`config.mk`:
```
export PLATFORM = sky130hd
export DESIGN_NAME = link_front_flat
export DESIGN_NICKNAME = d
export VERILOG_FILES = /design/src/link_sample_if.sv /design/src/link_front.sv /design/src/flat_wrapper.sv
export SDC_FILE = /design/constraint.sdc
export NUM_CORES = 1
export LEC_CHECK = 0
export ABC_AREA = 1
export BUFFER_PORTS_ARGS = -buffer_cell sky130_fd_sc_hd__clkbuf_2
export CAP_MARGIN = 20
export CORE_UTILIZATION = 51
export CTS_CLUSTER_SIZE = 16
export DETAILED_ROUTE_END_ITERATION = 8
export PLACE_DENSITY = 0.89
export SYNTH_ARGS = -nofsm -noshare
export SYNTH_HDL_FRONTEND = slang
export SYNTH_SLANG_ARGS = --single-unit
```
`constraint.sdc`:
```
create_clock -name clock_i -period 1.2 [get_ports clock_i]
set_input_delay 0.06 -clock clock_i [delete_from_list [all_inputs] [get_ports clock_i]]
set_output_delay 0.06 -clock clock_i [all_outputs]
set_load 0.05 [all_outputs]
```
`src/link_sample_if.sv`:
```
// synchronised link samples passed from the pin front end to the checker
`timescale 1ns/10ps
`default_nettype none
interface link_sample_if;
  logic rise;
  logic fall;
  logic [15:0] ab;
  logic [15:0] cd;
  logic strobe;
  logic sync;
  logic parity;
  logic tx_pin;
  modport source(output rise, fall, ab, cd, strobe, sync, parity, tx_pin);
  modport sink(input rise, fall, ab, cd, strobe, sync, parity, tx_pin);
endinterface : link_sample_if
`default_nettype wire

```
`src/link_front.sv`:
```
// pin synchronisers and data clock edge finder
`timescale 1ns/10ps
`default_nettype none
module link_front (
  input wire logic clock_i,
  input wire logic arst_n_i,
  input wire logic data_clock_pin_i,
  input wire logic [15:0] bus_ab_data_i,
  input wire logic [15:0] bus_cd_data_i,
  input wire logic input_strobe_i,
  input wire logic sync_i,
  input wire logic parity_input_pin_i,
  input wire logic tx_enable_pin_i,
  link_sample_if.source link
);
  localparam int W = 37;
  logic [W-1:0] raw;
  logic [W-1:0] s1_q;
  logic [W-1:0] s2_q;
  logic dclk_s3_q;

  assign raw = {tx_enable_pin_i, parity_input_pin_i, sync_i, input_strobe_i, bus_cd_data_i, bus_ab_data_i,
                data_clock_pin_i};

  // data passes the same two stages as the clock, so samples stay aligned with the found edge
  always_ff @(posedge clock_i or negedge arst_n_i) begin
    if (!arst_n_i) begin
      s1_q <= '0;
      s2_q <= '0;
      dclk_s3_q <= 1'b0;
    end else begin
      s1_q <= raw;
      s2_q <= s1_q;
      dclk_s3_q <= s2_q[0];
    end
  end

  assign link.rise = s2_q[0] & ~dclk_s3_q;
  assign link.fall = ~s2_q[0] & dclk_s3_q;
  assign link.ab = s2_q[16:1];
  assign link.cd = s2_q[32:17];
  assign link.strobe = s2_q[33];
  assign link.sync = s2_q[34];
  assign link.parity = s2_q[35];
  assign link.tx_pin = s2_q[36];
endmodule : link_front
`default_nettype wire

```
`src/flat_wrapper.sv`:
```
// flat-port wrapper written by rule: the top's interface ports become plain ports
module link_front_flat 
  (clock_i, arst_n_i, data_clock_pin_i, bus_ab_data_i, bus_cd_data_i, input_strobe_i, sync_i, parity_input_pin_i, tx_enable_pin_i, link_rise, link_fall, link_ab, link_cd, link_strobe, link_sync, link_parity, link_tx_pin);
  link_sample_if link_i ();
  input wire logic clock_i;
  input wire logic arst_n_i;
  input wire logic data_clock_pin_i;
  input wire logic [15:0] bus_ab_data_i;
  input wire logic [15:0] bus_cd_data_i;
  input wire logic input_strobe_i;
  input wire logic sync_i;
  input wire logic parity_input_pin_i;
  input wire logic tx_enable_pin_i;
  output wire logic [$bits(link_i.rise)-1:0] link_rise;
  output wire logic [$bits(link_i.fall)-1:0] link_fall;
  output wire logic [$bits(link_i.ab)-1:0] link_ab;
  output wire logic [$bits(link_i.cd)-1:0] link_cd;
  output wire logic [$bits(link_i.strobe)-1:0] link_strobe;
  output wire logic [$bits(link_i.sync)-1:0] link_sync;
  output wire logic [$bits(link_i.parity)-1:0] link_parity;
  output wire logic [$bits(link_i.tx_pin)-1:0] link_tx_pin;
  assign link_rise = link_i.rise;
  assign link_fall = link_i.fall;
  assign link_ab = link_i.ab;
  assign link_cd = link_i.cd;
  assign link_strobe = link_i.strobe;
  assign link_sync = link_i.sync;
  assign link_parity = link_i.parity;
  assign link_tx_pin = link_i.tx_pin;
  link_front u_core (.clock_i(clock_i), .arst_n_i(arst_n_i), .data_clock_pin_i(data_clock_pin_i), .bus_ab_data_i(bus_ab_data_i), .bus_cd_data_i(bus_cd_data_i), .input_strobe_i(input_strobe_i), .sync_i(sync_i), .parity_input_pin_i(parity_input_pin_i), .tx_enable_pin_i(tx_enable_pin_i), .link(link_i));
endmodule
```
==> results of run 1 <==
[power groups by stage]
stage                     Sequential (uW)  Clock (uW)  Combinational, uW
after floorplan                      2750           0                302
after global placement               2730           0                423
after detailed placement             2740           0                430
after CTS                            2690        2170                529
after global routing                 2700        2290                566
final                                2690        2130                535
[flip-flops by register name (all words and copies together) (netlist names)]
| signal | cells |
|---|---|
| u_core.dclk_s3_q | 1 |
| u_core.s2_q | 37 |
| u_core.s1_q | 37 |
[per-layer routing]
| metal | vias to the layer above | wire (um) | GRT usage, % |
|---|---|---|---|
| li1 | 494 | - | - |
| met1 | 521 | 1370 | 19.5 |
| met2 | 55 | 2160 | 33.6 |
| met3 | 4 | 335 | 8.90 |
| met4 | 0 | 23 | 11.2 |
| met5 | - | 0 | 0 |
[critical path, stage by stage, from the launching register on]
cell	delay [ns]
dfrtp_1	0.38
inv_1	0.07
nor2_1	0.09
clkbuf_4	0.24
[timing repair]
action / in CTS / in global routing
hold endpoints to repair: 112 / 0
resized for setup: 1 / 5
endpoints found under the setup margin: 1 / 2
hold buffers: 38 / 0
[how the worst max path moves through the flow]
stage / cells after the start / to / slack, ns
after floorplan: 1 / link_fall / 0.11
after global placement: 2 / link_fall / 0.40
after detailed placement: 3 / link_rise / 0.34
after CTS: 3 / link_fall / 0.01
after global routing: 3 / link_fall / -0.03
final: 3 / link_fall / 0.02
[final cells by class]
cell class / instances / share of cell area [%]
Sequential cell: 75 / 62.9
Clock buffer: 11 / 5.08
Inverter: 2 / 0.252
Tap cell: 50 / 2.10
Clock inverter: 5 / 2.52
Multi-Input combinational cell: 2 / 0.336
Timing Repair Buffer: 116 / 26.8
[cell families after synthesis]
kind of cell / Yosys count
flip-flops: 75
AND/OR/NAND/NOR: 2
buffers and inverters: 34
[cells in the final DEF, fill, tap and decap left out, types with 2 or more instances in the layout]
master / count
inv_1: 2
clkbuf_8: 11
clkbuf_2: 73
clkinv_2: 3
buf_4: 2
dfrtp_1: 75
dlygate4sd3_1: 38
bufinv_16: 2
[per-stage QoR]
step / setup slack (ns) / util (%) / std cells
2_1_floorplan: 0.107 / - / 111
3_3_place_gp: 0.396 / 59.1 / 207
3_5_place_dp: 0.337 / 59.1 / 207
4_1_cts: 0.0113 / 74.4 / 261
5_1_grt: -0.0295 / 74.6 / 261
6_report: 0.0222 / 74.6 / 261
==> flow_summary_export.csv, run 1 <==
group,metric,value,unit
grt,grt_max_degree,42,
grt,grt_usage,19.7,%
setup_path,reg2reg_from,"u_core.s2_q[0]",
synth,yosys_warnings,0,
detailed_routing,drt_pass1_iterations,4,
setup_path,r2r_cells,0,
timing,worstMarginPinSlew,0.300,ns
placement,dpl_cell_area,0.00236,sq mm
floorplan,coreArea,0.00400,sq mm
floorplan,dieArea,0.00444,sq mm
power,vdd.ir_drop.worst,1.24,mV
synth,synth_mux_area_share,0,%
timing,skew,0.00885,ns
synth,ys_ff_latch,75,
synth,synth_area_leaders,"dfrtp_1 88%, buf_4 11%, inv_1 0.35%",
grt,antenna_found_initial,0,
synth,synth.yosys.seq_area_share,88.0,%
synth,synth_top_family_by_area,"buffers and inverters",
clocking,cts_sinks,75,
floorplan,die-width,66.7,um
layout,seqCellArea,0.00188,sq mm
timing,max_freq,0.849,GHz
power,p_seq_share,50.3,%
run_status,status,"finished clean",
synth,ys_types,4,
layout,drive_gt1_share,45.0,%
timing,setup_viol,0,
timing,finalHoldViolations,0,
detailed_routing,drc,0,
synth,synth-edff-count,0,
timing,rsz0062_at_grt,"yes",
power,p_leak,0.00150,uW
layout,finalInstanceArea,0.00298,sq mm
layout,antenna_cells,0,
timing,period_share,98.1,%
floorplan,ioPinCount,77,
synth,yosys-top-cells-count,"75 x dfrtp_1, 32 x buf_4, 2 x inv_1, 2 x nor2_1",
synth,synth_compound_area_share,0,%
detailed_routing,vias_per_cell,4.11,
setup_path,critPathKind,"flip-flop to output pin",
setup_path,rr_endpoint,"u_core.dclk_s3_q",
setup_path,critPathArrivalTime,1.12,ns
detailed_routing,drt-wirelength-per-cell,14.9,um
setup_path,start_kind,"flip-flop",
synth,yosys.area_share.simple,0.352,%
clocking,cts_buffer_depth,2,
power,power_switching,1250,uW
synth,syn_area,0.00213,sq mm
power,power.density,1800,mW/mm^2
detailed_routing,vias,1074,
grt,grt_pass1_wl,5670,um
clocking,clk_latency,0.34,ns
layout,multi_input_area,10.0,sq um
synth,async_flop_share,100,%
placement,hpwl,2040,um
synth,yosysMostFrequentCell,"dfrtp_1",
grt,grt_pass1_vias,1226,
floorplan,fp.dieH,66.7,um
timing,slew_violations,0,
synth,synth_adder_area_share,0,%
placement,port_buffers,76,
timing,slew_headroom,80.1,%
setup_path,required,1.14,ns
power,internal-power,4110,uW
clocking,postCtsSetupRepairBufs,0,
layout,final_net_count,245,
power,swShare,23.3,%
setup_path,r2r_slack,0.67,ns
placement,place.gp.congestion,0.608,
flow_run,maxCapViolCount,0,
synth,netlist_instances,111,
setup_path,cp-end-kind,"output pin",
clocking,cts-root-buf,"clkbuf_8",
detailed_routing,ant_nets,0,
timing,totalNegativeSetupSlack,0,ns
clocking,cts_tree,"done",
layout,fillCellCount,239,
detailed_routing,first_iter_violations,71,
synth,synth_top_area_cell,"dfrtp_1",
timing,fin_hold_ws,0.153,ns
synth,synth_xor_area_share,0,%
power,p_clk_share,39.7,%
worst_hold_path,hp-class,"input pin to async pin",
synth,synth_top_area_share,88.0,%
timing,finalCriticalPeriod,1.18,ns
floorplan,start_util,53.3,%
synth,ys.flop_type,"dfrtp_1",
power,combinationalPowerShare,10.0,%
detailed_routing,totalWireLength,3880,um
power,power,5360,uW
floorplan,rows,23,
clocking,cts_buffers,9,
grt,grt_overflow_total,0,
setup_path,path_max_fanout,2,
clocking,clk_pin_slew,0.07,ns
layout,area_delta_synth_final,39.9,%
synth,synth.avg_cell_area,19.2,sq um
clocking,htreeDepth,3,
synth,synth_fp_nets,150,
setup_path,startpoint,"u_core.dclk_s3_q",
(Power assumes the default switching activity.)
==> run 2, diff against run 1 <==
--- a/config.mk
+++ b/config.mk
@@ -8,10 +8,10 @@
 export ABC_AREA = 1
 export BUFFER_PORTS_ARGS = -buffer_cell sky130_fd_sc_hd__clkbuf_2
 export CAP_MARGIN = 20
-export CORE_UTILIZATION = 51
+export CORE_UTILIZATION = 47
 export CTS_CLUSTER_SIZE = 16
 export DETAILED_ROUTE_END_ITERATION = 8
-export PLACE_DENSITY = 0.89
+export PLACE_DENSITY = 0.83
 export SYNTH_ARGS = -nofsm -noshare
 export SYNTH_HDL_FRONTEND = slang
 export SYNTH_SLANG_ARGS = --single-unit
==> constraint.sdc (replaced) <==
create_clock -name clock_i -period 1.11 [get_ports clock_i]
set_input_delay 0.0555 -clock clock_i [delete_from_list [all_inputs] [get_ports clock_i]]
set_output_delay 0.0555 -clock clock_i [all_outputs]
set_load 0.05 [all_outputs]
==> flow_summary_export.csv, run 2 (synthesis results as in run 1) <==
group,metric,value,unit
run_status,status,"complete, but fails checks",
run_status,failed_checks,"negative setup slack",
setup_path,start_kind,"flip-flop",
grt,grt_overflow_total,0,
layout,drive_gt1_share,43.8,%
timing,slew_headroom,75.8,%
timing,setup_ws,-0.0262,ns
clocking,cts_sinks,75,
layout,final_net_count,244,
clocking,clk_latency,0.33,ns
floorplan,start_util,49.0,%
timing,slew_violations,0,
detailed_routing,totalWireLength,3390,um
setup_path,cp-end-kind,"output pin",
floorplan,coreArea,0.00435,sq mm
timing,skew,0.00819,ns
timing,max_freq,0.880,GHz
detailed_routing,drt-wirelength-per-cell,12.9,um
power,internal-power,4620,uW
setup_path,critPathArrivalTime,1.08,ns
setup_path,critPathKind,"flip-flop to output pin",
layout,reg.largest.list,"u_core.s1_q: 37 flops, u_core.s2_q: 37 flops, u_core.dclk_s3_q: 1 flops",
power,p_clk_share,41.4,%
timing,setup_viol,2,
clocking,cts-root-buf,"clkbuf_8",
layout,fillCellCount,265,
grt,grt_usage,16.0,%
placement,port_buffers,76,
timing,period_share,102,%
grt,grt_pass1_wl,5470,um
detailed_routing,drt_pass1_iterations,4,
clocking,htreeDepth,3,
placement,place.gp.congestion,0.617,
setup_path,path_max_fanout,3,
clocking,cts_buffers,9,
grt,antenna_found_initial,0,
layout,layout_common_cells,"75 x dfrtp_1, 73 x clkbuf_2, 38 x dlygate4sd3_1",
power,vdd.ir_drop.worst,1.18,mV
timing,finalHoldViolations,0,
timing,finalCriticalPeriod,1.14,ns
clocking,cts_tree,"done",
setup_path,required,1.05,ns
power,p_leak,0.00150,uW
layout,mostFrequentLayoutCell,"dfrtp_1",
clocking,postCtsSetupRepairBufs,0,
timing,rsz0062_at_grt,"yes",
flow_run,maxCapViolCount,0,
power,combinationalPowerShare,9.7,%
floorplan,dieArea,0.00481,sq mm
grt,grt_pass1_vias,1236,
floorplan,ioPinCount,77,
timing,worstMarginPinSlew,0.362,ns
detailed_routing,drc,0,
detailed_routing,ant_nets,0,
grt,grt_max_degree,76,
detailed_routing,first_iter_violations,50,
floorplan,fp.dieH,69.4,um
worst_hold_path,hp-class,"input pin to async pin",
layout,antenna_cells,0,
placement,dp_slack,0.269,ns
clocking,clk_pin_slew,0.08,ns
floorplan,die-width,69.4,um
detailed_routing,vias,1069,
layout,area_delta_synth_final,40.9,%
detailed_routing,vias_per_cell,4.08,
power,swShare,22.2,%
power,p_seq_share,48.9,%
power,power.density,1980,mW/mm^2
clocking,cts_buffer_depth,2,
floorplan,rows,24,
timing,fin_hold_ws,0.276,ns
power,power_switching,1320,uW
-- run 2: layout make-up --
class / count / area, sq um / share of cell area (%)
repair buffers: 115 / 802 / 26.7
clock inverters: 4 / 97.6 / 3.25
inverters: 2 / 7.51 / 0.250
well taps: 52 / 65.1 / 2.17
multi-input cells: 2 / 10.0 / 0.333
flip-flops and latches: 75 / 1880 / 62.5
clock buffers: 12 / 145 / 4.83
-- run 2: metal layers --
metal,track usage (%),up-vias,wire length (um)
met5,0,-,0
met3,5.96,8,259
met2,27.0,65,1880
met1,16.0,505,1180
met4,11.8,0,74
li1,-,491,-
-- run 2: what timing repair did --
action                                  4_1_cts  5_1_grt
pin swaps                                     1        0
resized for setup                             4        2
hold buffers                                 38        0
endpoints found under the setup margin        2        2
endpoints found under the hold margin       112        0
-- run 2: through the flow --
| stage | power (uW) | TNS [ns] | cell area, sq um | utilization [%] | std cells |
|---|---|---|---|---|---|
| 6_report | 5940 | -0.0454 | 3000 | 69.0 | 262 |
| 5_1_grt | 6160 | -0.151 | 3000 | 69.0 | 262 |
| 4_1_cts | 5970 | -0.0688 | 3000 | 68.9 | 262 |
| 3_5_place_dp | 3420 | 0 | 2360 | 54.2 | 208 |
| 3_3_place_gp | 3410 | 0 | 2360 | 54.2 | 208 |
| 2_1_floorplan | 3300 | 0 | 2130 | - | 111 |
-- run 2: critical path, stage by stage, from the launching register on --
cell      delay, ns
dfrtp_1        0.42
nor2_1         0.13
clkbuf_8       0.20
-- run 2: power by group through the flow --
stage	Sequential (uW)	Combinational [uW]	Clock [uW]
floorplan	2980	326	0
global placement	2950	453	0
detailed placement	2960	458	0
CTS	2910	570	2500
global route	2920	606	2630
finish	2910	574	2460
-- run 2: final timing paths --
path	from	endpoint	slack (ns)	depth (start not counted)
worst max register to register	u_core.s2_q[0]	u_core.dclk_s3_q	0.56	0
max in group asynchronous	arst_n_i	u_core.s1_q[30]	0.55	3
worst min register to register	u_core.s1_q[14]	u_core.s2_q[14]	0.34	0
worst max-delay path	u_core.s2_q[0]	link_fall	-0.03	2
min in group clock_i	u_core.s1_q[14]	u_core.s2_q[14]	0.34	0
worst min-delay path	arst_n_i	u_core.s2_q[14]	0.28	3
